--- config.mk ---
export PLATFORM = sky130hd
export DESIGN_NAME = etc_timer
export DESIGN_NICKNAME = d
export VERILOG_FILES = /design/src/etc_timer.v /design/src/etc_phase.v /design/src/etc_prescale.v
export VERILOG_INCLUDE_DIRS = /design/src /design/src/src
export SDC_FILE = /design/constraint.sdc
export NUM_CORES = 1
export LEC_CHECK = 0
export BUFFER_PORTS_ARGS = -buffer_cell sky130_fd_sc_hd__buf_2
export CAP_MARGIN = 20
export CORE_MARGIN = 8
export CORE_UTILIZATION = 30
export CTS_BUF_LIST = sky130_fd_sc_hd__clkbuf_4
export DETAILED_ROUTE_END_ITERATION = 8
export PLACE_DENSITY = 0.63
export SETUP_SLACK_MARGIN = 0.02
export SLEW_MARGIN = 15
export SYNTH_ARGS = -nofsm -noshare
export SYNTH_HDL_FRONTEND = slang
export SYNTH_SLANG_ARGS = --single-unit
--- constraint.sdc ---
create_clock -name CLK -period 2.1 [get_ports CLK]
set_input_delay 0.105 -clock CLK [delete_from_list [all_inputs] [get_ports CLK]]
set_output_delay 0.105 -clock CLK [all_outputs]
set_load 0.05 [all_outputs]
--- src/etc_defs.vh ---
// register map, field positions, reset values and timing of the eight-bit timer/counter
`ifndef ETC_DEFS_VH
`define ETC_DEFS_VH
// byte addresses (word index times four)
`define ETC_IDX_COUNT      8'h01
`define ETC_IDX_INTCTL     8'h0B
`define ETC_IDX_OPTION     8'h81
`define ETC_IDX_PORTADIR   8'h85
`define ETC_IDX_MISC       8'hC0
`define ETC_ADR_COUNT      10'h004
`define ETC_ADR_INTCTL     10'h02C
`define ETC_ADR_OPTION     10'h204
`define ETC_ADR_PORTADIR   10'h214
`define ETC_ADR_MISC       10'h300
// option register fields
`define ETC_OPT_CS         5
`define ETC_OPT_SE         4
`define ETC_OPT_PSA        3
`define ETC_OPT_PS_MSB     2
// interrupt control fields
`define ETC_INT_OVF_EN     5
`define ETC_INT_OVF_FLAG   2
// misc register fields (sleep control, watchdog clear request)
`define ETC_MISC_SLEEP     0
`define ETC_MISC_WDT_CLR   1
// reset values
`define ETC_OPTION_RST     8'hFF
`define ETC_PORTADIR_RST   8'hFF
`define ETC_INTCTL_RST     8'h00
`define ETC_COUNT_RST      8'h00
// instruction cycle is four oscillator periods
`define ETC_PHASES         4
`define ETC_WRITE_HOLD     2'h2
`endif

--- src/etc_timer.v ---
// eight-bit timer/counter with shared prescaler behind a classic wishbone slave
`include "etc_defs.vh"
////////////////////////////////////////////////////////////////////////////////
module etc_timer
(
  input  wire        CLK,
  input  wire        NRST,
  input  wire        WB_CYC_I,
  input  wire        WB_STB_I,
  input  wire        WB_WE_I,
  input  wire [9:0]  WB_ADR_I,
  input  wire [3:0]  WB_SEL_I,
  input  wire [31:0] WB_DAT_I,
  output reg  [31:0] WB_DAT_O,
  output reg         WB_ACK_O,
  input  wire        EXTERNAL_COUNT_PIN,
  output reg         OVERFLOW_IRQ,
  output reg         WATCHDOG_TICK,
  output reg         WATCHDOG_CLEAR
);
////////////////////////////////////////////////////////////////////////////////
// registers
  reg  [7:0] count_value_r;
  reg  [7:0] interrupt_control_r;
  reg  [7:0] option_settings_r;
  reg  [7:0] port_a_direction_r;
  reg        sleep_r;
  reg  [1:0] hold_r;
  reg        pin_s1_r;
  reg        pin_s2_r;
  reg        samp_r;
  reg        samp_d_r;
  reg        ripple_r;
  reg        prev_pin_r;
  reg        q4_d_r;
  reg  [7:0] count_nxt;
  reg        flag_set;
  wire       q2;
  wire       q4;
  wire       pre_out;
  wire       wr_stb;
  wire       rd_stb;
  wire       wr_count;
  wire       wr_intctl;
  wire       wr_option;
  wire       wr_misc;
  wire       clock_source_select;
  wire       edge_select;
  wire       prescaler_assign;
  wire [2:0] prescale_field;
  wire       pin_edge;
  wire       pre_tick;
  wire       ext_event;
  wire       src_event;
  wire       cnt_event;

  assign clock_source_select = option_settings_r[`ETC_OPT_CS];
  assign edge_select         = option_settings_r[`ETC_OPT_SE];
  assign prescaler_assign    = option_settings_r[`ETC_OPT_PSA];
  assign prescale_field      = option_settings_r[`ETC_OPT_PS_MSB:0];

////////////////////////////////////////////////////////////////////////////////
// address decode, used for reads and writes
  function hit;
    input [9:0] adr;
    input [9:0] want;
    begin
      hit = (adr == want);
    end
  endfunction

  // single-cycle answer; the ack low check gives the one idle cycle after each ack
  assign wr_stb    = WB_CYC_I && WB_STB_I && WB_WE_I && !WB_ACK_O && WB_SEL_I[0];
  assign rd_stb    = WB_CYC_I && WB_STB_I && !WB_WE_I && !WB_ACK_O;
  assign wr_count  = wr_stb && hit(WB_ADR_I, `ETC_ADR_COUNT);
  assign wr_intctl = wr_stb && hit(WB_ADR_I, `ETC_ADR_INTCTL);
  assign wr_option = wr_stb && hit(WB_ADR_I, `ETC_ADR_OPTION);
  assign wr_misc   = wr_stb && hit(WB_ADR_I, `ETC_ADR_MISC);

////////////////////////////////////////////////////////////////////////////////
// instruction cycle phases
  etc_phase u_phase
  (
    .clk  (CLK),
    .nrst (NRST),
    .run  (!sleep_r),
    .q2   (q2),
    .q4   (q4)
  );

////////////////////////////////////////////////////////////////////////////////
// external pin path
  // pin crosses into the clock domain through two flops first
  always @(posedge CLK or negedge NRST)
  begin
    if (!NRST)
    begin
      pin_s1_r   <= 1'b0;
      pin_s2_r   <= 1'b0;
      prev_pin_r <= 1'b0;
    end
    else
    begin
      pin_s1_r   <= EXTERNAL_COUNT_PIN;
      pin_s2_r   <= pin_s1_r;
      prev_pin_r <= pin_s2_r;
    end
  end

  // selected edge; set edge_select means falling
  assign pin_edge = edge_select ? (prev_pin_r && !pin_s2_r) : (!prev_pin_r && pin_s2_r);

  // toggle stage keeps the prescaled output symmetrical; keeps rippling while sleeping
  always @(posedge CLK or negedge NRST)
  begin
    if (!NRST)
      ripple_r <= 1'b0;
    else if (wr_count && !prescaler_assign)
      ripple_r <= 1'b0;
    else if (pre_out && clock_source_select && !prescaler_assign)
      ripple_r <= !ripple_r;
  end

  // sample prescaler output (or the bare pin) on q2 and q4
  always @(posedge CLK or negedge NRST)
  begin
    if (!NRST)
    begin
      samp_r   <= 1'b0;
      samp_d_r <= 1'b0;
    end
    else if (q2 || q4)
    begin
      samp_r   <= prescaler_assign ? pin_s2_r : ripple_r;
      samp_d_r <= samp_r;
    end
  end
  // each pair of successive q2/q4 samples is compared once, so no edge falls between two looks
  // with prescaling the toggle changes once per ratio selected edges, so any change is one count
  assign ext_event = (q2 || q4)
                     && (prescaler_assign ? (edge_select ? (samp_d_r && !samp_r) : (!samp_d_r && samp_r))
                                          : (samp_r != samp_d_r));

////////////////////////////////////////////////////////////////////////////////
// shared prescaler
  // counter-owned: internal cycles or pin edges; watchdog-owned: one tick per cycle
  assign pre_tick = prescaler_assign ? q4 : (clock_source_select ? pin_edge : q4);

  etc_prescale #(.WIDTH(8)) u_pre
  (
    .clk       (CLK),
    .nrst      (NRST),
    .tick      (pre_tick),
    .clr       ((wr_count && !prescaler_assign) || wr_option),
    .sel       (prescale_field),
    .out_pulse (pre_out)
  );

  // both prescaled paths advance once per prescaler output pulse
  assign src_event = clock_source_select ? ext_event
                                         : (prescaler_assign ? q4 : pre_out);
  assign cnt_event = src_event && !sleep_r && (hold_r == 2'h0);

////////////////////////////////////////////////////////////////////////////////
// count and flag
  always @*
  begin
    count_nxt = count_value_r;
    flag_set  = 1'b0;
    if (wr_count)
      count_nxt = WB_DAT_I[7:0];
    else if (cnt_event)
    begin
      count_nxt = count_value_r + 8'h01;
      flag_set  = (count_value_r == 8'hFF);
    end
  end

  always @(posedge CLK or negedge NRST)
  begin
    if (!NRST)
    begin
      count_value_r       <= `ETC_COUNT_RST;
      hold_r              <= 2'h0;
      interrupt_control_r <= `ETC_INTCTL_RST;
      option_settings_r   <= `ETC_OPTION_RST;
      port_a_direction_r  <= `ETC_PORTADIR_RST;
      sleep_r             <= 1'b0;
    end
    else
    begin
      count_value_r <= count_nxt;
      if (wr_count)
        hold_r <= `ETC_WRITE_HOLD;
      else if (q4 && hold_r != 2'h0)
        hold_r <= hold_r - 2'h1;
      if (wr_intctl)
        interrupt_control_r <= WB_DAT_I[7:0];
      // hardware set beats a software clear in the same cycle
      if (flag_set)
        interrupt_control_r[`ETC_INT_OVF_FLAG] <= 1'b1;
      if (wr_option)
        option_settings_r <= WB_DAT_I[7:0];
      if (wr_stb && hit(WB_ADR_I, `ETC_ADR_PORTADIR))
        port_a_direction_r <= WB_DAT_I[7:0];
      if (wr_misc)
        sleep_r <= WB_DAT_I[`ETC_MISC_SLEEP];
    end
  end

////////////////////////////////////////////////////////////////////////////////
// outputs and bus answer
  always @(posedge CLK or negedge NRST)
  begin
    if (!NRST)
    begin
      WB_ACK_O       <= 1'b0;
      WB_DAT_O       <= 32'h00000000;
      OVERFLOW_IRQ   <= 1'b0;
      WATCHDOG_TICK  <= 1'b0;
      WATCHDOG_CLEAR <= 1'b0;
      q4_d_r         <= 1'b0;
    end
    else
    begin
      WB_ACK_O <= WB_CYC_I && WB_STB_I && !WB_ACK_O;
      WB_DAT_O <= 32'h00000000;
      // prescaler count has no address; unmapped reads give zero
      if (rd_stb)
      begin
        if (hit(WB_ADR_I, `ETC_ADR_COUNT))
          WB_DAT_O <= {24'h000000, count_value_r};
        else if (hit(WB_ADR_I, `ETC_ADR_INTCTL))
          WB_DAT_O <= {24'h000000, interrupt_control_r};
        else if (hit(WB_ADR_I, `ETC_ADR_OPTION))
          WB_DAT_O <= {24'h000000, option_settings_r};
        else if (hit(WB_ADR_I, `ETC_ADR_PORTADIR))
          WB_DAT_O <= {24'h000000, port_a_direction_r};
        else if (hit(WB_ADR_I, `ETC_ADR_MISC))
          WB_DAT_O <= {31'h00000000, sleep_r};
      end
      OVERFLOW_IRQ <= interrupt_control_r[`ETC_INT_OVF_FLAG]
                      && interrupt_control_r[`ETC_INT_OVF_EN];
      // delayed q4 shares the phase of the prescaler output, so an owner change never squeezes two ticks
      q4_d_r         <= q4;
      WATCHDOG_TICK  <= prescaler_assign ? pre_out : q4_d_r;
      WATCHDOG_CLEAR <= wr_misc && WB_DAT_I[`ETC_MISC_WDT_CLR];
    end
  end
endmodule // etc_timer

--- src/etc_phase.v ---
// four-phase instruction cycle generator: q2 and q4 strobes
`include "etc_defs.vh"
module etc_phase
(
  input  wire       clk,
  input  wire       nrst,
  input  wire       run,
  output reg        q2,
  output reg        q4
);
  reg [1:0] ph_r;
  always @(posedge clk or negedge nrst)
  begin
    if (!nrst)
    begin
      ph_r <= 2'h0;
      q2   <= 1'b0;
      q4   <= 1'b0;
    end
    else
    begin
      // phases stop with the core clock during sleep
      if (run)
        ph_r <= ph_r + 2'h1;
      q2 <= run && (ph_r == 2'h0);
      q4 <= run && (ph_r == 2'h2);
    end
  end
endmodule // etc_phase

--- src/etc_prescale.v ---
// shared prescaler: divides counter events, or watchdog ticks, by 2 to 256
`include "etc_defs.vh"
module etc_prescale
#(
  parameter WIDTH = 8
)
(
  input  wire       clk,
  input  wire       nrst,
  input  wire       tick,
  input  wire       clr,
  input  wire [2:0] sel,
  output reg        out_pulse
);
  reg [WIDTH-1:0] cnt_r;
  wire [WIDTH-1:0] cnt_nxt;
  wire [WIDTH-1:0] mask;
  assign cnt_nxt = cnt_r + {{(WIDTH-1){1'b0}}, 1'b1};
  // field 0 gives 1:2, field 7 gives 1:256
  // shift amount is four bits wide so that field 7 reaches a shift of 8 instead of wrapping to 0
  assign mask = (({{(WIDTH-1){1'b0}}, 1'b1}) << ({1'b0, sel} + 4'h1)) - {{(WIDTH-1){1'b0}}, 1'b1};
  always @(posedge clk or negedge nrst)
  begin
    if (!nrst)
    begin
      cnt_r     <= {WIDTH{1'b0}};
      out_pulse <= 1'b0;
    end
    else if (clr)
    begin
      cnt_r     <= {WIDTH{1'b0}};
      out_pulse <= 1'b0;
    end
    else
    begin
      out_pulse <= tick && ((cnt_nxt & mask) == {WIDTH{1'b0}});
      if (tick)
        cnt_r <= cnt_nxt;
    end
  end
endmodule // etc_prescale

Word level (Yosys, flattened, before mapping)

Index checks and enable logic that the tools add are counted.

Logic and storage cells: 116
Output and inout port bits: 36
Bits in read-only memories: 0
Latch bits: 0
Memories: 0
Input bits: 52
Memory bits (writable): 0
Flip-flop bits (word level): 91

Eq/ne operators: 8
Reductions and logical operators: 48
Mux-type cells: 28
$add $sub $neg: 6
Magnitude comparators: 0
Bitwise gates (word level): 1
Multiply operators: 0
Shift-type cells: 1
Divide/modulo/power cells: 0

Operators by type and width:

| operator             | number |
|---|---|
| $mux 8               | 9 |
| $eq 10x10->1 const B | 3 |
| $logic_and 1x1->1    | 28 |
| $add 8x1->8 const B  | 2 |
| $mux 1               | 16 |
| $reduce_bool 2->1    | 6 |
| $eq 10x3->1 const B  | 1 |
| $eq 10x6->1 const B  | 1 |
| $logic_not 1->1      | 9 |
| $and 8x8->8          | 1 |
| $eq 8x8->1 const B   | 1 |
| $logic_not 8->1      | 1 |
| $shl 1x4->8 const A  | 1 |
| $sub 8x1->8 const B  | 1 |
| $add 3x1->4 const B  | 1 |
| $logic_not 2->1      | 2 |
| $mux 2               | 2 |
| $mux 3               | 1 |
| $add 2x1->2 const B  | 1 |
| $eq 2x2->1 const B   | 1 |
| $logic_or 1x1->1     | 2 |
| $sub 2x1->2 const B  | 1 |
| $ne 1x1->1           | 1 |

Depth between registers and ports, before layout

Depth in word-level cells: 11
Depth in mapped cells: 7

By module

From an unflattened synthesis, not the netlist that was laid out.

Cell total of the unflattened synthesis: 364
Area total of the unflattened synthesis: 3,673.5 um2

By module, submodules not included:

| module       | cells an instance | area an instance (um2) | instances |
|---|---|---|---|
| etc_timer    | 270               | 2,816.5                | 1 |
| etc_prescale | 82                | 685.7                  | 1 |
| etc_phase    | 12                | 171.4                  | 1 |

Worst setup path before layout

No wires, ideal clock.

Kind: flip-flop to flip-flop
Start point: register samp_r
End point: register count_value_r[5]
Period minus slack after synthesis: 1.994 ns
Arrival time: 1.925 ns
Cell stages (with the launch flop): 8
Setup time: 0.069 ns
Buffers on the path: 0
Required time: 2.031 ns
Setup slack: 0.106 ns
Cells stage by stage: dfrtp_1 > inv_1 > ha_1 > nor2b_1 > a2111oi_4 > o21ai_1 > or4_1 > nand3_1

Word-level cells in the longest chain between the ends: 9

RTL lines:

| item                              | line            | text |
|---|---|---|
| start, declared                   | etc_timer.v:31  | `reg samp_r;` |
| start signal, assigned            | etc_timer.v:134 | `samp_r <= prescaler_assign ? pin_s2_r : ripple_r;` |
| $logic_not 1->1                   | etc_timer.v:141 | `&& (prescaler_assign ? (edge_select ? (samp_d_r && !samp_r) : (!samp_d_r && samp_r))` |
| $logic_and 1x1->1                 | etc_timer.v:141 |  |
| $mux 1                            | etc_timer.v:141 |  |
| $mux 1 *                          | etc_timer.v:141 |  |
| $logic_and 1x1->1 *               | etc_timer.v:141 |  |
| $mux 1 *                          | etc_timer.v:160 | `assign src_event = clock_source_select ? ext_event` |
| $logic_and 1x1->1 * (2 in series) | etc_timer.v:162 | `assign cnt_event = src_event && !sleep_r && (hold_r == 2'h0);` |
| $reduce_bool 2->1 (no line) *     | n/a             |  |
| end signal, assigned              | etc_timer.v:183 | `` count_value_r <= `ETC_COUNT_RST; `` |
| end signal, assigned              | etc_timer.v:192 | `count_value_r <= count_nxt;` |
| end, declared                     | etc_timer.v:23  | `reg [7:0] count_value_r;` |

Mark *: on every way between the ends. The rest lies on a longest branch, timed or not.
A chain may end at the register's enable or synchronous reset.

Worst setup path in the final report

Start point: register samp_r
End point: register count_value_r[7]

Same word-level chain as after synthesis.

==> results_dict.tcl <==
set metrics [dict create \
    postSynthCellCount 354 \
    worst_skew_pair.late_latency_ns 0.42 \
    design.core.area_um2 11960 \
    die_y_um 126.3 \
    via_count_of_the_first_global_routing_pass 2838 \
    route.antenna.remaining_nets 0 \
    grt_max_degree 27 \
    htreeDepth 3 \
    route.detailed.wl_per_inst_um 15.39 \
    crit_path_start "samp_r" \
    met3_resource_use_gr_pct 3.586 \
    cts-buffers-inserted 9 \
    post_synth_instance_area_um2 3648 \
    asyncSetResetFlopFracSynth_pct 100.0 \
    number_of_distinct_library_cells_after_synthesis 59 \
    synth.top_cells.by_area "sky130_fd_sc_hd__dfrtp_1 35%, sky130_fd_sc_hd__dfstp_2 12%, sky130_fd_sc_hd__mux2_2 7.1%" \
    route.detailed.drc 0 \
    layout.cells.most_common_list "51 x sky130_fd_sc_hd__dfrtp_1, 36 x sky130_fd_sc_hd__buf_2, 29 x sky130_fd_sc_hd__nand2_1, 25 x sky130_fd_sc_hd__o21ai_0, 25 x sky130_fd_sc_hd__conb_1" \
    power.ir.vdd_worst_v 0.0002573 \
    placement.io_buffers 36 \
    post-route-util_pct 35.53 \
    use_met1_pct 13.75 \
    pwr_density_cell_nw_per_um2 822.0 \
    gp_congestion 0.8773 \
    drt-vias-per-instance 4.981 \
    setup_repair_after_global_routing_missed_its_margin "no" \
    firstDrtPassIters 4 \
    worst_hold_startpoint "WB_ADR_I[2]" \
    slew_viol_final 0 \
    timing.fmax_mhz 509.6 \
    arrival_ns 2.29 \
    hold_viol_final 0 \
    ys_seq_elements 67 \
    detail_placement_hpwl_mm 6.402 \
    tritoncts_num_sinks 67 \
    grt_first_pass_wirelength_mm 14.28 \
    tns_setup_ns 0 \
    final_worst_path_cycle_share_pct 93.44 \
    track_usage_pct 11.16 \
    synth-edff-count 0 \
    routed-via-count 2829 \
    synth_top_area_share_pct 34.98 \
    cts.reportedPaths.clkPinSlew_ns 0.11 \
    timing.max_cap.violations 0 \
    number_of_antenna_violations_at_the_first_check_in_global_routing 0 \
    peak_usage_layer_in_the_global_routing_report "met2" \
    grt_overflow_total 0 \
    finalCriticalPeriod_ns 1.962 \
    yosys_most_used_dff "sky130_fd_sc_hd__dfrtp_1" \
    ctsLongestPathBuffers 2 \
    post_layout_power_mw 3.494 \
    antenna_cells_inserted 0 \
    critPathKind "reg2reg" \
    max_slew_margin_pct 64.26 \
    start_util_pct 30.50 \
    static-leakage-power_nw 1.893 \
    r2r-start "samp_r" \
    drt-initial-drc-count 136 \
    avgSynthCellArea_um2 10.31 \
    layout_commonest_cell "sky130_fd_sc_hd__dfrtp_1" \
    crit_path_max_incr_delay_ns 0.38 \
    worst_ep_required_time_ns 2.43 \
    drive_above_1_share_pct 29.22 \
    floorplan.die_area_um2 15950 \
    tritoncts "built" \
    endpoint_kind "register" \
    holdCritPathClass "in2reg" \
    fin_worst_skew_ns 0.01865 \
    worst_path_cell_with_the_longest_stage_delay "sky130_fd_sc_hd__dfrtp_1" \
    cells_along_the_critical_path "inv_1, ha_1, nor2b_1, a2111oi_4, o21ai_2, or3_1, a31oi_1" \
    final_setup_violations 0 \
    synth_area_leader_cell "sky130_fd_sc_hd__dfrtp_1" \
    n_fill_cell 1206 \
    nNetsFinal 476 \
    die_width_um 126.3 \
    status "completed" \
    tightestPinTransition_ns 0.5362 \
    worstPathMaxFanout 4 \
    grt_util_met2_pct 18.05 \
    fp-row-count 40 \
    ioPinCount 88 \
    area_delta_synth_final_pct 16.50 \
    cp-start-kind "register" \
    route.final.wire_length_mm 8.741 \
    cts-root-buf "sky130_fd_sc_hd__clkbuf_4" \
    yosysWarnings 0 \
    synth.yosys.seq_area_share_pct 46.50 \
]
[registers in the layout, indices dropped and copies added, names as in the netlist]
| name | flops |
|---|---|
| ripple_r | 1 |
| sleep_r | 1 |
| u_phase.ph_r | 2 |
| interrupt_control_r | 8 |
| option_settings_r | 8 |
| pin_s2_r | 1 |
| u_phase.q4 | 1 |
| count_value_r | 8 |
| WATCHDOG_CLEAR | 1 |
| u_pre.cnt_r | 8 |
| OVERFLOW_IRQ | 1 |
| WATCHDOG_TICK | 1 |
| q4_d_r | 1 |
| samp_r | 1 |
| u_pre.out_pulse | 1 |
| samp_d_r | 1 |
| u_phase.q2 | 1 |
| port_a_direction_r | 8 |
| hold_r | 2 |
| WB_ACK_O | 1 |
| pin_s1_r | 1 |
| prev_pin_r | 1 |
| WB_DAT_O | 8 |
[synth_stat cells (all sizes together) (8+ instances only)]
cell type and count:
nand2 30, ha 8, buf 27, a21oi 9
clkbuf 11, mux2 23, o21ai 27, dfrtp 51
nor2 24, nand3 8, inv 13, xnor2 11
dfstp 16, nor3 8
[metal layers]
layer / up-vias / part of all wire, %
met2: 68 / 48
li1: 1336 / -
met5: - / 0
met3: 10 / 5.3
met1: 1415 / 46
met4: 0 / 1.1
[worst max-delay path, delay by kind of cell (launching register included)]
kind            cells  cell delay [ns]
compound gates      3             0.64
buf+inv             1             0.07
simple gates        2             0.52
fa+ha+maj           1             0.29
flops               1             0.38
[path summary, 6_finish.rpt]
check	cells after the start	slack, ns	endpoint
setup reg to reg	7	0.14	count_value_r[7]
hold reg to reg	0	0.36	pin_s2_r
min in group asynchronous	2	0.21	u_phase.q4
setup / recovery	7	0.14	count_value_r[7]
max in group asynchronous	3	1.11	option_settings_r[3]
hold / removal	4	0.04	WATCHDOG_CLEAR
[repair_timing]
item,CTS,global route
hold endpoints to repair,52,0
resized for setup,0,4
setup buffers,0,1
setup endpoints to repair,0,6
hold buffers,11,0
[stage by stage]
stage | cell area, µm² | hold WS (ns) | worst slack [ns] | cells
after floorplan | 3735 | -0.1906 | 0.1064 | 377
after global placement | 3994 | 0.1154 | 0.09718 | 540
after detailed placement | 3994 | 0.1232 | 0.08306 | 540
after CTS | 4230 | 0.01425 | 0.05270 | 567
after global routing | 4250 | 0.04949 | 0.02195 | 568
final | 4250 | 0.03620 | 0.1379 | 568
[power by group]
group          switching, mW  leakage (nW)  internal, mW
clock network          0.472        0.0682         0.347
logic                  0.580          1.02         0.398
registers              0.212         0.801          1.48
[cells by family after synthesis]
family                     Yosys count  share of synthesized area [%]
xor gates and xnor gates            17                          4.081
buffers and inverters               51                          7.922
other                                2                         0.2058
muxes                               29                          8.745
and+or+nand+nor                    110                          16.98
AOI/OAI and AO/OA                   70                          12.83
DFF                                 67                          46.50
adders and majority gates            8                          2.744
[layout make-up]
| type | count | area [µm²] | share of cell area, % |
|---|---|---|---|
| clock inverters | 7 | 58.81 | 1.384 |
| repair buffers | 66 | 432.9 | 10.19 |
| inverters | 13 | 48.80 | 1.148 |
| multi-input cells | 259 | 1762 | 41.45 |
| well taps | 147 | 183.9 | 4.327 |
| flip-flops and latches | 67 | 1697 | 39.92 |
| clock buffers | 9 | 67.56 | 1.590 |
Power figures use the tool's default switching activity.
